### config.mk
export PLATFORM = sky130hd
export DESIGN_NAME = dxt_transfer
export DESIGN_NICKNAME = d
export VERILOG_FILES = /design/src/verilog/dxt_transfer.v /design/src/verilog/dxt_fifo.v /design/src/verilog/dxt_gap.v
export VERILOG_INCLUDE_DIRS = /design/src /design/src/verilog
export SDC_FILE = /design/constraint.sdc
export NUM_CORES = 1
export LEC_CHECK = 0
export BUFFER_PORTS_ARGS = -buffer_cell sky130_fd_sc_hd__buf_2
export CELL_PAD_IN_SITES_DETAIL_PLACEMENT = 0
export CELL_PAD_IN_SITES_GLOBAL_PLACEMENT = 1
export CORE_ASPECT_RATIO = 0.5
export CORE_UTILIZATION = 35
export CTS_CLUSTER_SIZE = 8
export DETAILED_ROUTE_END_ITERATION = 8
export HOLD_SLACK_MARGIN = 0.02
export PLACE_DENSITY = 0.59
export REMOVE_ABC_BUFFERS = 1
export SKIP_CTS_REPAIR_TIMING = 1
export SLEW_MARGIN = 30
export SYNTH_ARGS = -nofsm -noshare
export SYNTH_HDL_FRONTEND = slang
export SYNTH_SLANG_ARGS = --single-unit
### constraint.sdc
create_clock -name pclk -period 8.48 [get_ports pclk]
set_input_delay 0.848 -clock pclk [delete_from_list [all_inputs] [get_ports pclk]]
set_output_delay 0.848 -clock pclk [all_outputs]
set_load 0.05 [all_outputs]
### src/verilog/dxt_consts.vh
// offsets, field positions, reset values and timing for the exec-phase transfer block
`ifndef DXT_CONSTS_VH
`define DXT_CONSTS_VH

// ----------------------------------------------------------------
// register byte offsets
// ----------------------------------------------------------------
`define DXT_OFS_CTRL    8'h00
`define DXT_OFS_STATUS  8'h04
`define DXT_OFS_DATA    8'h08
`define DXT_OFS_SECLEN  8'h0C
`define DXT_OFS_SECCNT  8'h10
`define DXT_OFS_RESULT  8'h14

// ----------------------------------------------------------------
// control field positions
// ----------------------------------------------------------------
`define DXT_CTRL_START  0
`define DXT_CTRL_DIR    1
`define DXT_CTRL_NODMA  2
`define DXT_CTRL_DMAEN  3
`define DXT_CTRL_FIFOEN 4
`define DXT_CTRL_BURSTD 5
`define DXT_CTRL_ALT    6
`define DXT_CTRL_THR_LO 8
`define DXT_CTRL_THR_HI 11

// ----------------------------------------------------------------
// reset values and fifo geometry
// ----------------------------------------------------------------
`define DXT_RST_THR     4'h0
`define DXT_RST_SECLEN  16'h0200
`define DXT_RST_SECCNT  8'h01
`define DXT_FIFO_AW     4
`define DXT_FIFO_FULL   5'h10

// ----------------------------------------------------------------
// timing
// ----------------------------------------------------------------
`define DXT_CLK_NS      40
`define DXT_GAP_NS      350

`endif

### src/verilog/dxt_transfer.v
// execution-phase byte transfer engine: dma, interrupt and polled modes with fifo triggers
`timescale 1ns/10ps
`include "dxt_consts.vh"
module dxt_transfer #(
	parameter CLK_NS = `DXT_CLK_NS,
	parameter GAP_NS = `DXT_GAP_NS
) (
	input  wire        pclk,
	input  wire        presetn,
	input  wire        psel,
	input  wire        penable,
	input  wire        pwrite,
	input  wire [7:0]  paddr,
	input  wire [31:0] pwdata,
	output wire [31:0] prdata,
	output wire        pready,
	output wire        pslverr,
	input  wire        aen,
	input  wire        dack_n,
	input  wire        tc,
	input  wire        ior_n,
	input  wire        iow_n,
	input  wire [7:0]  dma_wdata,
	output wire [7:0]  dma_rdata,
	output wire        drq,
	output wire        irq,
	input  wire        disk_rd_valid,
	input  wire [7:0]  disk_rd_data,
	output wire        disk_hold,
	input  wire        disk_wr_take,
	output wire [7:0]  disk_wr_data,
	output wire        disk_wr_avail
);
	// ----------------------------------------------------------------
	// constants and state codes
	// ----------------------------------------------------------------
	localparam GAP_CYC   = (GAP_NS + CLK_NS - 1) / CLK_NS;
	localparam ST_IDLE   = 3'h0;
	localparam ST_EXEC   = 3'h1;
	localparam ST_DRAIN  = 3'h2;
	localparam ST_FILL   = 3'h3;
	localparam ST_RESULT = 3'h4;

	reg  [2:0]  state_reg;
	reg  [2:0]  state_next;
	reg         dir_reg;
	reg         nodma_reg;
	reg         dmaen_reg;
	reg         fifoen_reg;
	reg         burstd_reg;
	reg         alt_reg;
	reg  [3:0]  thr_reg;
	reg  [15:0] seclen_reg;
	reg  [7:0]  seccnt_reg;
	reg  [7:0]  sec_left_reg;
	reg  [15:0] dcnt_reg;
	reg  [15:0] hcnt_reg;
	reg         rd_secend_reg;
	reg         wr_secfull_reg;
	reg         ovr_reg;
	reg         unr_reg;
	reg         tc_reg;
	reg         sess_reg;
	reg         hold_reg;
	reg         seen_reg;
	reg         dack_n_q;
	reg         ior_n_q;
	reg         iow_n_q;
	reg         drq_reg;
	reg         irq_reg;
	reg         endirq_reg;
	reg  [31:0] prdata_reg;
	reg  [31:0] rd_mux;
	reg  [7:0]  dma_rdata_reg;
	reg  [7:0]  disk_wr_data_reg;

	wire [7:0]  fifo_dout;
	wire [4:0]  fifo_cnt;
	wire        gap_busy;

	// ----------------------------------------------------------------
	// mode decode
	// ----------------------------------------------------------------
	wire in_exec  = (state_reg == ST_EXEC);
	wire in_drain = (state_reg == ST_DRAIN);
	wire in_fill  = (state_reg == ST_FILL);
	wire in_res   = (state_reg == ST_RESULT);
	wire in_xfer  = in_exec | in_drain;
	wire dma_mode = ~nodma_reg & dmaen_reg;
	wire fifo_on  = fifoen_reg | (alt_reg & dma_mode);
	wire [3:0] thr_eff = fifoen_reg ? thr_reg : (fifo_on ? 4'hF : 4'h0);
	// with the fifo off it behaves as a one-byte holding register
	wire [4:0] cap    = fifo_on ? `DXT_FIFO_FULL : 5'h01;
	wire [4:0] rd_lim = fifo_on ? (`DXT_FIFO_FULL - {1'b0, thr_eff}) : 5'h01;
	wire fifo_empty = (fifo_cnt == 5'h00);
	wire full_eff   = (fifo_cnt >= cap);

	// ----------------------------------------------------------------
	// host side strobes
	// ----------------------------------------------------------------
	wire dack_fall  = dack_n_q & ~dack_n;
	wire dack_rise  = ~dack_n_q & dack_n;
	// strobe end is judged against last cycle's dack so a joint release still counts
	wire strobe_end = ~dack_n_q & ((~ior_n_q & ior_n) | (~iow_n_q & iow_n));
	wire dma_xfer   = dma_mode & in_xfer & (strobe_end | (dack_rise & ~seen_reg));
	wire apb_set    = psel & ~penable;
	wire apb_acc    = psel & penable;
	wire data_hit   = apb_acc & (paddr == `DXT_OFS_DATA) & ~aen;
	wire cpu_xfer   = ~dma_mode & in_xfer & data_hit & (pwrite ^ dir_reg);
	wire host_xfer  = dma_xfer | cpu_xfer;
	wire tc_hit     = dma_mode & in_xfer & tc & ~dack_n;

	// ----------------------------------------------------------------
	// disk side and fifo moves
	// ----------------------------------------------------------------
	wire rd_disk = dir_reg & in_xfer & disk_rd_valid & ~rd_secend_reg;
	wire ovr_hit = rd_disk & in_exec & full_eff;
	wire wr_disk = ~dir_reg & disk_wr_take & (in_exec | in_fill);
	wire unr_hit = wr_disk & in_exec & fifo_empty;
	wire push_rd = rd_disk & in_exec & ~full_eff;
	wire pop_wr  = wr_disk & in_exec & ~fifo_empty;
	wire pop_rd  = dir_reg & host_xfer & ~fifo_empty;
	wire push_wr = ~dir_reg & host_xfer & in_exec & ~full_eff & ~wr_secfull_reg;
	wire push    = push_rd | push_wr;
	wire pop     = pop_rd | pop_wr;
	wire [7:0] fifo_din = dir_reg ? disk_rd_data : (dma_mode ? dma_wdata : pwdata[7:0]);
	wire [4:0] cnt_nx   = fifo_cnt + {4'h0, push} - {4'h0, pop};

	// ----------------------------------------------------------------
	// sector accounting
	// ----------------------------------------------------------------
	wire        dcnt_inc     = rd_disk | wr_disk;
	wire [15:0] dcnt_nx      = dcnt_reg + {15'h0000, dcnt_inc};
	wire [15:0] hcnt_nx      = hcnt_reg + {15'h0000, push_wr};
	wire        disk_sec_end = dcnt_inc & (dcnt_nx == seclen_reg);
	wire        wr_full_set  = push_wr & (hcnt_nx == seclen_reg);
	wire        wr_block     = wr_secfull_reg | wr_full_set;
	wire        last_sec     = (sec_left_reg == 8'h01);
	wire        rd_sec_done  = dir_reg & in_xfer & rd_secend_reg & (cnt_nx == 5'h00);
	wire        wr_sec_done  = ~dir_reg & (in_exec | in_fill) & disk_sec_end;
	wire        sec_done     = rd_sec_done | wr_sec_done;
	// after an error the current sector is the last one
	wire        finish       = tc_hit | (sec_done & (last_sec | ~in_exec));
	wire        sec_next     = sec_done & ~finish;

	// ----------------------------------------------------------------
	// request generation
	// ----------------------------------------------------------------
	wire rd_trig  = (cnt_nx >= rd_lim) | ((rd_secend_reg | in_drain) & (cnt_nx != 5'h00));
	wire wr_trig  = in_exec & (cnt_nx <= {1'b0, thr_eff}) & (cnt_nx < cap) & ~wr_block;
	wire sess_end = dir_reg ? (cnt_nx == 5'h00) : ((cnt_nx >= cap) | wr_block);
	wire sess_nx  = in_xfer & ~finish & ~ovr_hit & ~unr_hit &
			(sess_reg ? ~sess_end : (dir_reg ? rd_trig : wr_trig));
	wire per_byte = ~fifoen_reg | burstd_reg;
	wire hold_nx  = dack_n ? 1'b0 : (hold_reg | (dack_fall & per_byte & dma_mode));
	wire gap_start = host_xfer & fifoen_reg & burstd_reg;
	wire req_nx   = sess_nx & ~hold_nx & ~gap_start & ~gap_busy;
	wire res_rd   = in_res & apb_acc & ~pwrite & (paddr == `DXT_OFS_RESULT);
	wire ctrl_wr  = apb_acc & pwrite & (paddr == `DXT_OFS_CTRL);
	wire start    = ctrl_wr & pwdata[`DXT_CTRL_START] & (state_reg == ST_IDLE);
	wire endirq_nx = (endirq_reg & ~res_rd) | (state_next == ST_RESULT & ~in_res);

	// ----------------------------------------------------------------
	// submodules
	// ----------------------------------------------------------------
	dxt_fifo #(
		.W  (8),
		.AW (`DXT_FIFO_AW)
	) u_fifo (
		.clk   (pclk),
		.rst_n (presetn),
		.flush (start | finish),
		.push  (push),
		.pop   (pop),
		.din   (fifo_din),
		.dout  (fifo_dout),
		.count (fifo_cnt)
	);

	dxt_gap #(
		.CYC (GAP_CYC)
	) u_gap (
		.clk   (pclk),
		.rst_n (presetn),
		.start (gap_start),
		.busy  (gap_busy)
	);

	// ----------------------------------------------------------------
	// phase sequencing
	// ----------------------------------------------------------------
	always @* begin
		state_next = state_reg;
		case (state_reg)
		ST_IDLE: begin
			if (start)
				state_next = ST_EXEC;
		end
		ST_EXEC: begin
			if (finish)
				state_next = ST_RESULT;
			else if (ovr_hit)
				state_next = ST_DRAIN;
			else if (unr_hit)
				state_next = ST_FILL;
		end
		ST_DRAIN, ST_FILL: begin
			if (finish)
				state_next = ST_RESULT;
		end
		ST_RESULT: begin
			if (res_rd)
				state_next = ST_IDLE;
		end
		default: state_next = ST_IDLE;
		endcase
	end

	// ----------------------------------------------------------------
	// control registers and engine state
	// ----------------------------------------------------------------
	always @(posedge pclk or negedge presetn) begin
		if (!presetn) begin
			state_reg      <= ST_IDLE;
			dir_reg        <= 1'b0;
			nodma_reg      <= 1'b0;
			dmaen_reg      <= 1'b0;
			fifoen_reg     <= 1'b0;
			burstd_reg     <= 1'b0;
			alt_reg        <= 1'b0;
			thr_reg        <= `DXT_RST_THR;
			seclen_reg     <= `DXT_RST_SECLEN;
			seccnt_reg     <= `DXT_RST_SECCNT;
			sec_left_reg   <= 8'h00;
			dcnt_reg       <= 16'h0000;
			hcnt_reg       <= 16'h0000;
			rd_secend_reg  <= 1'b0;
			wr_secfull_reg <= 1'b0;
			ovr_reg        <= 1'b0;
			unr_reg        <= 1'b0;
			tc_reg         <= 1'b0;
		end else begin
			state_reg <= state_next;
			if (ctrl_wr) begin
				dir_reg    <= pwdata[`DXT_CTRL_DIR];
				nodma_reg  <= pwdata[`DXT_CTRL_NODMA];
				dmaen_reg  <= pwdata[`DXT_CTRL_DMAEN];
				fifoen_reg <= pwdata[`DXT_CTRL_FIFOEN];
				burstd_reg <= pwdata[`DXT_CTRL_BURSTD];
				alt_reg    <= pwdata[`DXT_CTRL_ALT];
				thr_reg    <= pwdata[`DXT_CTRL_THR_HI:`DXT_CTRL_THR_LO];
			end
			if (apb_acc & pwrite & (paddr == `DXT_OFS_SECLEN))
				seclen_reg <= pwdata[15:0];
			if (apb_acc & pwrite & (paddr == `DXT_OFS_SECCNT))
				seccnt_reg <= pwdata[7:0];
			if (start) begin
				sec_left_reg   <= seccnt_reg;
				dcnt_reg       <= 16'h0000;
				hcnt_reg       <= 16'h0000;
				rd_secend_reg  <= 1'b0;
				wr_secfull_reg <= 1'b0;
				ovr_reg        <= 1'b0;
				unr_reg        <= 1'b0;
				tc_reg         <= 1'b0;
			end else if (sec_next) begin
				sec_left_reg   <= sec_left_reg - 8'h01;
				dcnt_reg       <= 16'h0000;
				hcnt_reg       <= 16'h0000;
				rd_secend_reg  <= 1'b0;
				wr_secfull_reg <= 1'b0;
			end else begin
				dcnt_reg <= dcnt_nx;
				hcnt_reg <= hcnt_nx;
				if (dir_reg & disk_sec_end)
					rd_secend_reg <= 1'b1;
				if (wr_full_set)
					wr_secfull_reg <= 1'b1;
				if (ovr_hit)
					ovr_reg <= 1'b1;
				if (unr_hit)
					unr_reg <= 1'b1;
				if (tc_hit)
					tc_reg <= 1'b1;
			end
		end
	end

	// ----------------------------------------------------------------
	// request pins and strobe tracking
	// ----------------------------------------------------------------
	always @(posedge pclk or negedge presetn) begin
		if (!presetn) begin
			sess_reg      <= 1'b0;
			hold_reg      <= 1'b0;
			seen_reg      <= 1'b0;
			dack_n_q      <= 1'b1;
			ior_n_q       <= 1'b1;
			iow_n_q       <= 1'b1;
			drq_reg       <= 1'b0;
			irq_reg       <= 1'b0;
			endirq_reg    <= 1'b0;
			dma_rdata_reg <= 8'h00;
		end else begin
			sess_reg      <= sess_nx;
			hold_reg      <= hold_nx;
			seen_reg      <= dack_n ? 1'b0 : (seen_reg | ~ior_n | ~iow_n);
			dack_n_q      <= dack_n;
			ior_n_q       <= ior_n;
			iow_n_q       <= iow_n;
			drq_reg       <= dma_mode & req_nx;
			irq_reg       <= endirq_nx | (~dma_mode & req_nx);
			endirq_reg    <= endirq_nx;
			dma_rdata_reg <= fifo_dout;
		end
	end

	// ----------------------------------------------------------------
	// disk write byte: held on underrun so the sector tail repeats it
	// ----------------------------------------------------------------
	always @(posedge pclk or negedge presetn) begin
		if (!presetn)
			disk_wr_data_reg <= 8'h00;
		else if (pop_wr)
			disk_wr_data_reg <= fifo_dout;
	end

	// ----------------------------------------------------------------
	// register read path
	// ----------------------------------------------------------------
	wire st_rqm  = (state_reg == ST_IDLE) | in_res | (in_xfer & ~dma_mode & sess_reg);
	wire st_dio  = in_res | (in_xfer & dir_reg);
	wire st_ndma = in_xfer & ~dma_mode;
	wire st_busy = ~(state_reg == ST_IDLE);
	wire [1:0] res_code = (ovr_reg | unr_reg) ? 2'h1 : 2'h0;
	wire addr_ok = (paddr == `DXT_OFS_CTRL) | (paddr == `DXT_OFS_STATUS) |
			(paddr == `DXT_OFS_DATA) | (paddr == `DXT_OFS_SECLEN) |
			(paddr == `DXT_OFS_SECCNT) | (paddr == `DXT_OFS_RESULT);

	always @* begin
		case (paddr)
		`DXT_OFS_CTRL:   rd_mux = {20'h00000, thr_reg, 1'b0, alt_reg, burstd_reg,
				fifoen_reg, dmaen_reg, nodma_reg, dir_reg, 1'b0};
		`DXT_OFS_STATUS: rd_mux = {11'h000, fifo_cnt, 6'h00, unr_reg, ovr_reg,
				st_rqm, st_dio, st_ndma, st_busy, 4'h0};
		`DXT_OFS_DATA:   rd_mux = {24'h000000, fifo_dout};
		`DXT_OFS_SECLEN: rd_mux = {16'h0000, seclen_reg};
		`DXT_OFS_SECCNT: rd_mux = {24'h000000, seccnt_reg};
		`DXT_OFS_RESULT: rd_mux = {24'h000000, res_code, 3'h0, unr_reg, ovr_reg, tc_reg};
		default:         rd_mux = 32'h00000000;
		endcase
	end

	// read data is caught in the setup cycle so the access cycle can answer at once
	always @(posedge pclk or negedge presetn) begin
		if (!presetn)
			prdata_reg <= 32'h00000000;
		else if (apb_set & ~pwrite)
			prdata_reg <= rd_mux;
	end

	assign prdata        = prdata_reg;
	assign pready        = 1'b1;
	assign pslverr       = apb_acc & ~addr_ok;
	assign drq           = drq_reg;
	assign irq           = irq_reg;
	assign dma_rdata     = dma_rdata_reg;
	assign disk_hold     = rd_secend_reg;
	assign disk_wr_data  = disk_wr_data_reg;
	assign disk_wr_avail = ~dir_reg & (in_fill | (in_exec & ~fifo_empty));
endmodule

### src/verilog/dxt_fifo.v
// byte fifo between the host side and the disk side of the transfer block
`timescale 1ns/10ps
module dxt_fifo #(
	parameter W  = 8,
	parameter AW = 4
) (
	input  wire          clk,
	input  wire          rst_n,
	input  wire          flush,
	input  wire          push,
	input  wire          pop,
	input  wire [W-1:0]  din,
	output wire [W-1:0]  dout,
	output wire [AW:0]   count
);
	reg  [W-1:0]  mem [0:(1<<AW)-1];
	reg  [AW-1:0] wp_reg;
	reg  [AW-1:0] rp_reg;
	reg  [AW:0]   cnt_reg;

	assign dout  = mem[rp_reg];
	assign count = cnt_reg;

	// caller guarantees no push when full and no pop when empty
	always @(posedge clk) begin
		if (push)
			mem[wp_reg] <= din;
	end

	always @(posedge clk or negedge rst_n) begin
		if (!rst_n) begin
			wp_reg  <= {AW{1'b0}};
			rp_reg  <= {AW{1'b0}};
			cnt_reg <= {(AW+1){1'b0}};
		end else if (flush) begin
			wp_reg  <= {AW{1'b0}};
			rp_reg  <= {AW{1'b0}};
			cnt_reg <= {(AW+1){1'b0}};
		end else begin
			if (push)
				wp_reg <= wp_reg + {{(AW-1){1'b0}}, 1'b1};
			if (pop)
				rp_reg <= rp_reg + {{(AW-1){1'b0}}, 1'b1};
			if (push & ~pop)
				cnt_reg <= cnt_reg + {{AW{1'b0}}, 1'b1};
			else if (pop & ~push)
				cnt_reg <= cnt_reg - {{AW{1'b0}}, 1'b1};
		end
	end
endmodule

### src/verilog/dxt_gap.v
// request gap timer for non-burst transfers
`timescale 1ns/10ps
module dxt_gap #(
	parameter CYC = 9
) (
	input  wire clk,
	input  wire rst_n,
	input  wire start,
	output wire busy
);
	reg [7:0] cnt_reg;

	assign busy = (cnt_reg != 8'h00);

	// restart on every transfer so the gap always follows the latest byte
	always @(posedge clk or negedge rst_n) begin
		if (!rst_n)
			cnt_reg <= 8'h00;
		else if (start)
			cnt_reg <= CYC[7:0];
		else if (busy)
			cnt_reg <= cnt_reg - 8'h01;
	end
endmodule

# Word level (Yosys, flattened, before mapping)
# Memory sizes are Yosys's and may differ from the RTL's.
# Cells that the tools add are included.
# word_totals
mem_count	1
regBits	160
mem_bits_rw	128
word_cells	284
# op_classes
bitwise	147
eq_ne	14
mux	52
reduce_logical	20
add_sub_neg	11
magnitude_cmp	5
# memory_table
name	words	width	read_ports	rd_ports_with_merged_regs	wr	line	rtl
u_fifo.mem	16	8	1	0	1	dxt_fifo.v:16	reg [W-1:0] mem [0:(1<<AW)-1];
# ops
cell	count
$pmux W21 S6	1
$and A1 B1 Y1	80
$mux W16	4
$mux W8	6
$not A1 Y1	33
$or A1 B1 Y1	33
$add A16 B1 Y16	2
$eq A16 B16 Y1	2
$mux W5	5
$mux W4	6
$mux W1	23
$mux W3	6
$eq A8 B4 Y1 const B	2
$eq A8 B5 Y1 const B	2
$sub A8 B1 Y8 const B	2
$ge A5 B5 Y1	3
$reduce_bool A2 Y1	7
$pmux W3 S4	1
$logic_not A5 Y1	2
$reduce_bool A3 Y1	3
$add A4 B1 Y4 const B	2
$eq A8 B1 Y1 const B	1
$eq A8 B3 Y1 const B	1
$logic_not A8 Y1	1
17 further kinds	21

# Depth between registers and ports, before layout
# depth
depth_word	29
ltp_mapped	23

# By module
# From an unflattened synthesis, not the netlist that was laid out.
# unflattened
cells_unflattened	1145
area_unflattened_um2	14076.0
# by_module_without_submodules
mod	area_each_um2	seq_area_each_um2	instances	cells_per_inst
dxt_transfer	7827.5	3209.3	1	800
dxt_fifo	5779.3	4169.0	1	298
dxt_gap	469.2	200.2	1	47

# Worst setup path after synthesis
# OpenSTA, ideal clock, no wires.
# synth_path
path_kind	input -> register
start	input paddr[1]
end	register irq_reg, in the netlist irq
t_required_ns	8.376
slack_ns	3.182
cell_stages	21
arrival_ns	5.194
path_buffers	1
setup_ns	0.104
path_cell_list	or4_4 -> nor4_4 -> a21oi_1 -> o21ai_0 -> and2_1 -> clkbuf_1 -> ha_1 -> inv_1 -> ha_1 -> fa_1 -> nand2b_1 -> a21oi_1 -> or3_1 -> and2_1 -> ha_1 -> nand3b_1 -> a221oi_1 -> a21oi_1 -> o22ai_1 -> o41ai_4 -> o311ai_1
# synth_between
elab_chain_cells	28
# synth_lines
element	line	rtl
start: declaration	dxt_transfer.v:13	input wire [7:0] paddr,
branches (longest 27 deep; another with $add A5 B1 Y5)	--	
$or A1 B1 Y1 *	dxt_transfer.v:312	irq_reg <= endirq_nx | (~dma_mode & req_nx);
end signal: assignment	dxt_transfer.v:312	
end: declaration	dxt_transfer.v:70	reg irq_reg;
# Every way passes the cells marked *.
# A chain may end at the register's enable or synchronous reset.

# Final worst setup path
# layout_path
start	input paddr[1]
end	register u_fifo.cnt_reg[2], in the netlist u_fifo.count[2]
# layout_between
elab_chain_cells	20
# layout_lines
element	line	rtl
$eq A8 B4 Y1	--	
$and A1 B1 Y1 (2 in a row)	dxt_transfer.v:108	wire data_hit = apb_acc & (paddr == `DXT_OFS_DATA) & ~aen;
$and A1 B1 Y1 (2 in a row)	dxt_transfer.v:109	wire cpu_xfer = ~dma_mode & in_xfer & data_hit & (pwrite ^ dir_reg);
$or A1 B1 Y1	dxt_transfer.v:110	wire host_xfer = dma_xfer | cpu_xfer;
$and A1 B1 Y1 (4 in a row)	dxt_transfer.v:123	wire push_wr = ~dir_reg & host_xfer & in_exec & ~full_eff & ~wr_secfull_reg;
$or A1 B1 Y1	dxt_transfer.v:124	wire push = push_rd | push_wr;
$add A5 B1 Y5	dxt_transfer.v:127	wire [4:0] cnt_nx = fifo_cnt + {4'h0, push} - {4'h0, pop};
$sub A5 B1 Y5	dxt_transfer.v:127	
$logic_not A5 Y1	dxt_transfer.v:139	wire rd_sec_done = dir_reg & in_xfer & rd_secend_reg & (cnt_nx == 5'h00);
$and A1 B1 Y1	dxt_transfer.v:139	
$or A1 B1 Y1	dxt_transfer.v:141	wire sec_done = rd_sec_done | wr_sec_done;
$and A1 B1 Y1	dxt_transfer.v:143	wire finish = tc_hit | (sec_done & (last_sec | ~in_exec));
$or A1 B1 Y1	dxt_transfer.v:143	
$or A1 B1 Y1	dxt_transfer.v:172	.flush (start | finish),
$reduce_bool A3 Y1 (no line) / $mux W5 (equally long branches)	--	
end signal: assignment	dxt_fifo.v:34	cnt_reg <= {(AW+1){1'b0}};
end signal: assignment	dxt_fifo.v:38	cnt_reg <= {(AW+1){1'b0}};
end signal: assignment	dxt_fifo.v:45	cnt_reg <= cnt_reg + {{AW{1'b0}}, 1'b1};
end: declaration	dxt_fifo.v:19	reg [AW:0] cnt_reg;
# Parallel ways exist; a longest one is shown, timed or not.

==> impl_metrics.toml <==
[status]
status = "finished clean"

[logic_synthesis]
async_flop_share_pct = 53.8
synthCells = 1167
yosysWarnings = 0
netlist_area_mm2 = 0.0137
synth-seq-area-share_pct = 55.2
synth.distinct_cells = 84
synthFlopType = "dfrtp_1"
synth.avg_cell_area_um2 = 11.8
synth_edf_count = 128
synth.ff_latch_count = 277

[final_layout]
drive_gt1_share_pct = 19.0
largest_reg_flops = 128
nets = 1378
final_util_pct = 42.0
nFillCells = 3585
syn_to_final_growth_pct = 16.3
diodes = 0

[clock_network]
path_clk_slew_ns = 0.05
cts_tree = "built"
clk_path_buf_depth = 3
cts.sinks = 277
clockRootBuffer = "clkbuf_16"
clk_latency_ns = 0.54
cts_buffers = 40
h-tree-depth = 2

[pwr]
power.leakage_nw = 6.53
power.density_mw_per_mm2 = 193
clock_power_share_pct = 48.8
combinationalPowerShare_pct = 4.6
power_switching_share_pct = 23.3
power.total_w = 0.00308
ir_drop_v = 0.000127
internal_power_w = 0.00236
p_switching_w = 0.000718
p_seq_share_pct = 46.6

[die]
die_height_um = 142
ioPinCount = 122
num_rows = 50
die_w_um = 282
core_area_mm2 = 0.0380
start_util_pct = 36.1
dieArea_mm2 = 0.0401

[worst_setup_path]
cp-start-kind = "primary input"
crit_required_ns = 8.85
cp.arrival_ns = 6.39
worstPathMaxFanout = 17
criticalPathCategory = "in2reg"
crit_path_end_kind = "register"

[route]
drtIter0Drc = 633
wirelength_um = 36300
postRouteAntennaNets = 0
viasPerCell = 5.15
dr.pass1.iters = 5
wl_per_cell_um = 20.0
vias = 9359
route.detailed.drc = 0

[placement]
place.gp.congestion = 0.848
port_buffers = 93
dp_hpwl_um = 26100

[timing]
min_period_over_period_pct = 71.0
period_minus_slack_ns = 6.02
worstMarginPinSlew_ns = 0.970
finalSetupTns_ns = 0
setup_viol = 0
clock.fmax_mhz = 166
slew_headroom_pct = 35.1
grt_setup_unrepaired = "false"
skew_ns = 0.0191
slew_violations = 0
hold_violations = 0

[hold_path]
hold_class = "in2async"

[global_route]
grtUsageMet3_pct = 2.81
grt_start_max_net_pins = 77
grt_use_met2_pct = 30.6
grtUsageTotal_pct = 18.4
busiest_layer = "met2"
grt_use_met1_pct = 25.4
grt_pass1_wl_um = 56200
grt_pass1_vias = 9504
grt_overflow_total = 0
antenna_found_initial = 0

[job]
drv_cap = 0
cell usage after synthesis, drive strengths merged (5+ instances only):
library cell	count	area, µm²
nor3b	9	72.6
dfstp	5	131
nor2	102	388
nand2b	19	119
a211oi	8	60.1
or2	5	31.3
inv	36	135
mux2i	41	410
o21ai	41	209
mux4	16	360
and3	6	37.5
buf	25	159
edfxtp	128	3840
clkbuf	39	149
nor3	35	196
and2	19	119
xor2	36	315
nand2	100	375
a31oi	20	125
o31ai	7	52.6
dfrtp	144	3600
ha	38	475
a21o	5	37.5
a22oi	10	75.1
a21oi	37	189
nand4	11	75.1
xnor2	39	342
nand3	32	160
nor2b	10	62.6
or3	13	81.3
nor4	12	103
a221oi	14	123
mux2	39	439
kinds of logic after synthesis:
family | synth area share [%]
compound gates | 9.20
fa+ha+maj | 3.75
mux | 8.81
xor+xnor | 5.46
buf+inv | 3.22
simple gates | 14.3
flops | 55.2
other cells | 0.0547
final cells by class:
type	count	area, µm²	area share (%)
well taps	520	651	4.07
clock buffers	68	1120	6.99
repair buffers	115	641	4.01
clock inverters	3	76.3	0.478
flip-flops and latches	277	7580	47.5
multi-input cells	800	5770	36.1
inverters	36	135	0.846
power groups by stage:
stage	sequential (W)	clock [W]	combinational, W
after detailed placement	0.00146	0	0.000142
after global routing	0.00143	0.00160	0.000154
after floorplan	0.00147	0	0.0000608
after global placement	0.00146	0	0.000139
final	0.00143	0.00150	0.000141
after CTS	0.00143	0.00154	0.000143
worst max-delay path, stage by stage:
cell	delay [ns]
buf_2	0.09
or4_4	0.56
nor4_4	0.63
a21oi_1	0.22
o21ai_0	0.27
and2_1	0.39
ha_1	0.18
inv_1	0.04
ha_1	0.22
fa_1	0.43
nand2b_1	0.12
a21oi_1	0.08
or3_1	0.32
and2_1	0.22
nor4_1	0.59
a31o_2	0.30
o21a_1	0.69
nor3_1	0.16
per-stage QoR:
| step | hold WS, ns | worst slack (ns) | area (µm²) | cells |
|---|---|---|---|---|
| final | 0.316 | 2.46 | 16000 | 1819 |
| after global routing | 0.371 | 2.15 | 16000 | 1819 |
| after CTS | 0.372 | 2.57 | 16000 | 1819 |
| after detailed placement | 0.455 | 2.06 | 14800 | 1748 |
| after global placement | 0.449 | 2.12 | 14800 | 1748 |
| after floorplan | 0.458 | 2.28 | 13500 | 1113 |
path summary, 6_finish.rpt:
path                            start              end  slack [ns]  depth (start not counted)
max                          paddr[1]  u_fifo.count[2]        2.46                         18
max in group asynchronous     presetn  sec_left_reg[5]        6.83                          2
min in group pclk               ior_n          ior_n_q        0.43                          1
min                           presetn  disk_wr_data[5]        0.32                          1
max reg2reg                 nodma_reg  u_fifo.count[2]        2.75                         21
min reg2reg                prdata[19]       prdata[19]        0.47                          2
per-layer routing:
| layer | vias to the layer above | share of wire, % |
|---|---|---|
| met5 | - | 0 |
| met4 | 0 | 1.5 |
| met3 | 40 | 2.9 |
| met2 | 148 | 48 |
| met1 | 4717 | 48 |
| li1 | 4454 | - |
layout by cell type, fill, tap and decap left out, types with 5 or more instances in the layout:
cell type  count
a31oi_1       19
nor2b_1       10
a21o_1         5
xnor2_1       39
nand2b_1      19
nor3_1        32
a21oi_1       36
a211oi_1       8
a221oi_1      14
inv_1         36
clkbuf_1      27
o21ai_0       39
buf_2         92
nand2_1      100
conb_1        12
nor3b_1        8
edfxtp_1     128
buf_4         21
mux4_2        16
xor2_1        36
dfrtp_1      143
and2_1        19
ha_1          38
mux2i_1       41
nor2_1       100
o31ai_1        7
nor4_1         9
clkbuf_16     40
dfstp_2        5
a22oi_1       10
mux2_2        39
nand4_1       10
or3_1         13
nand3_1       32
and3_1         6
Note: power is estimated with default switching activity, not from simulation.
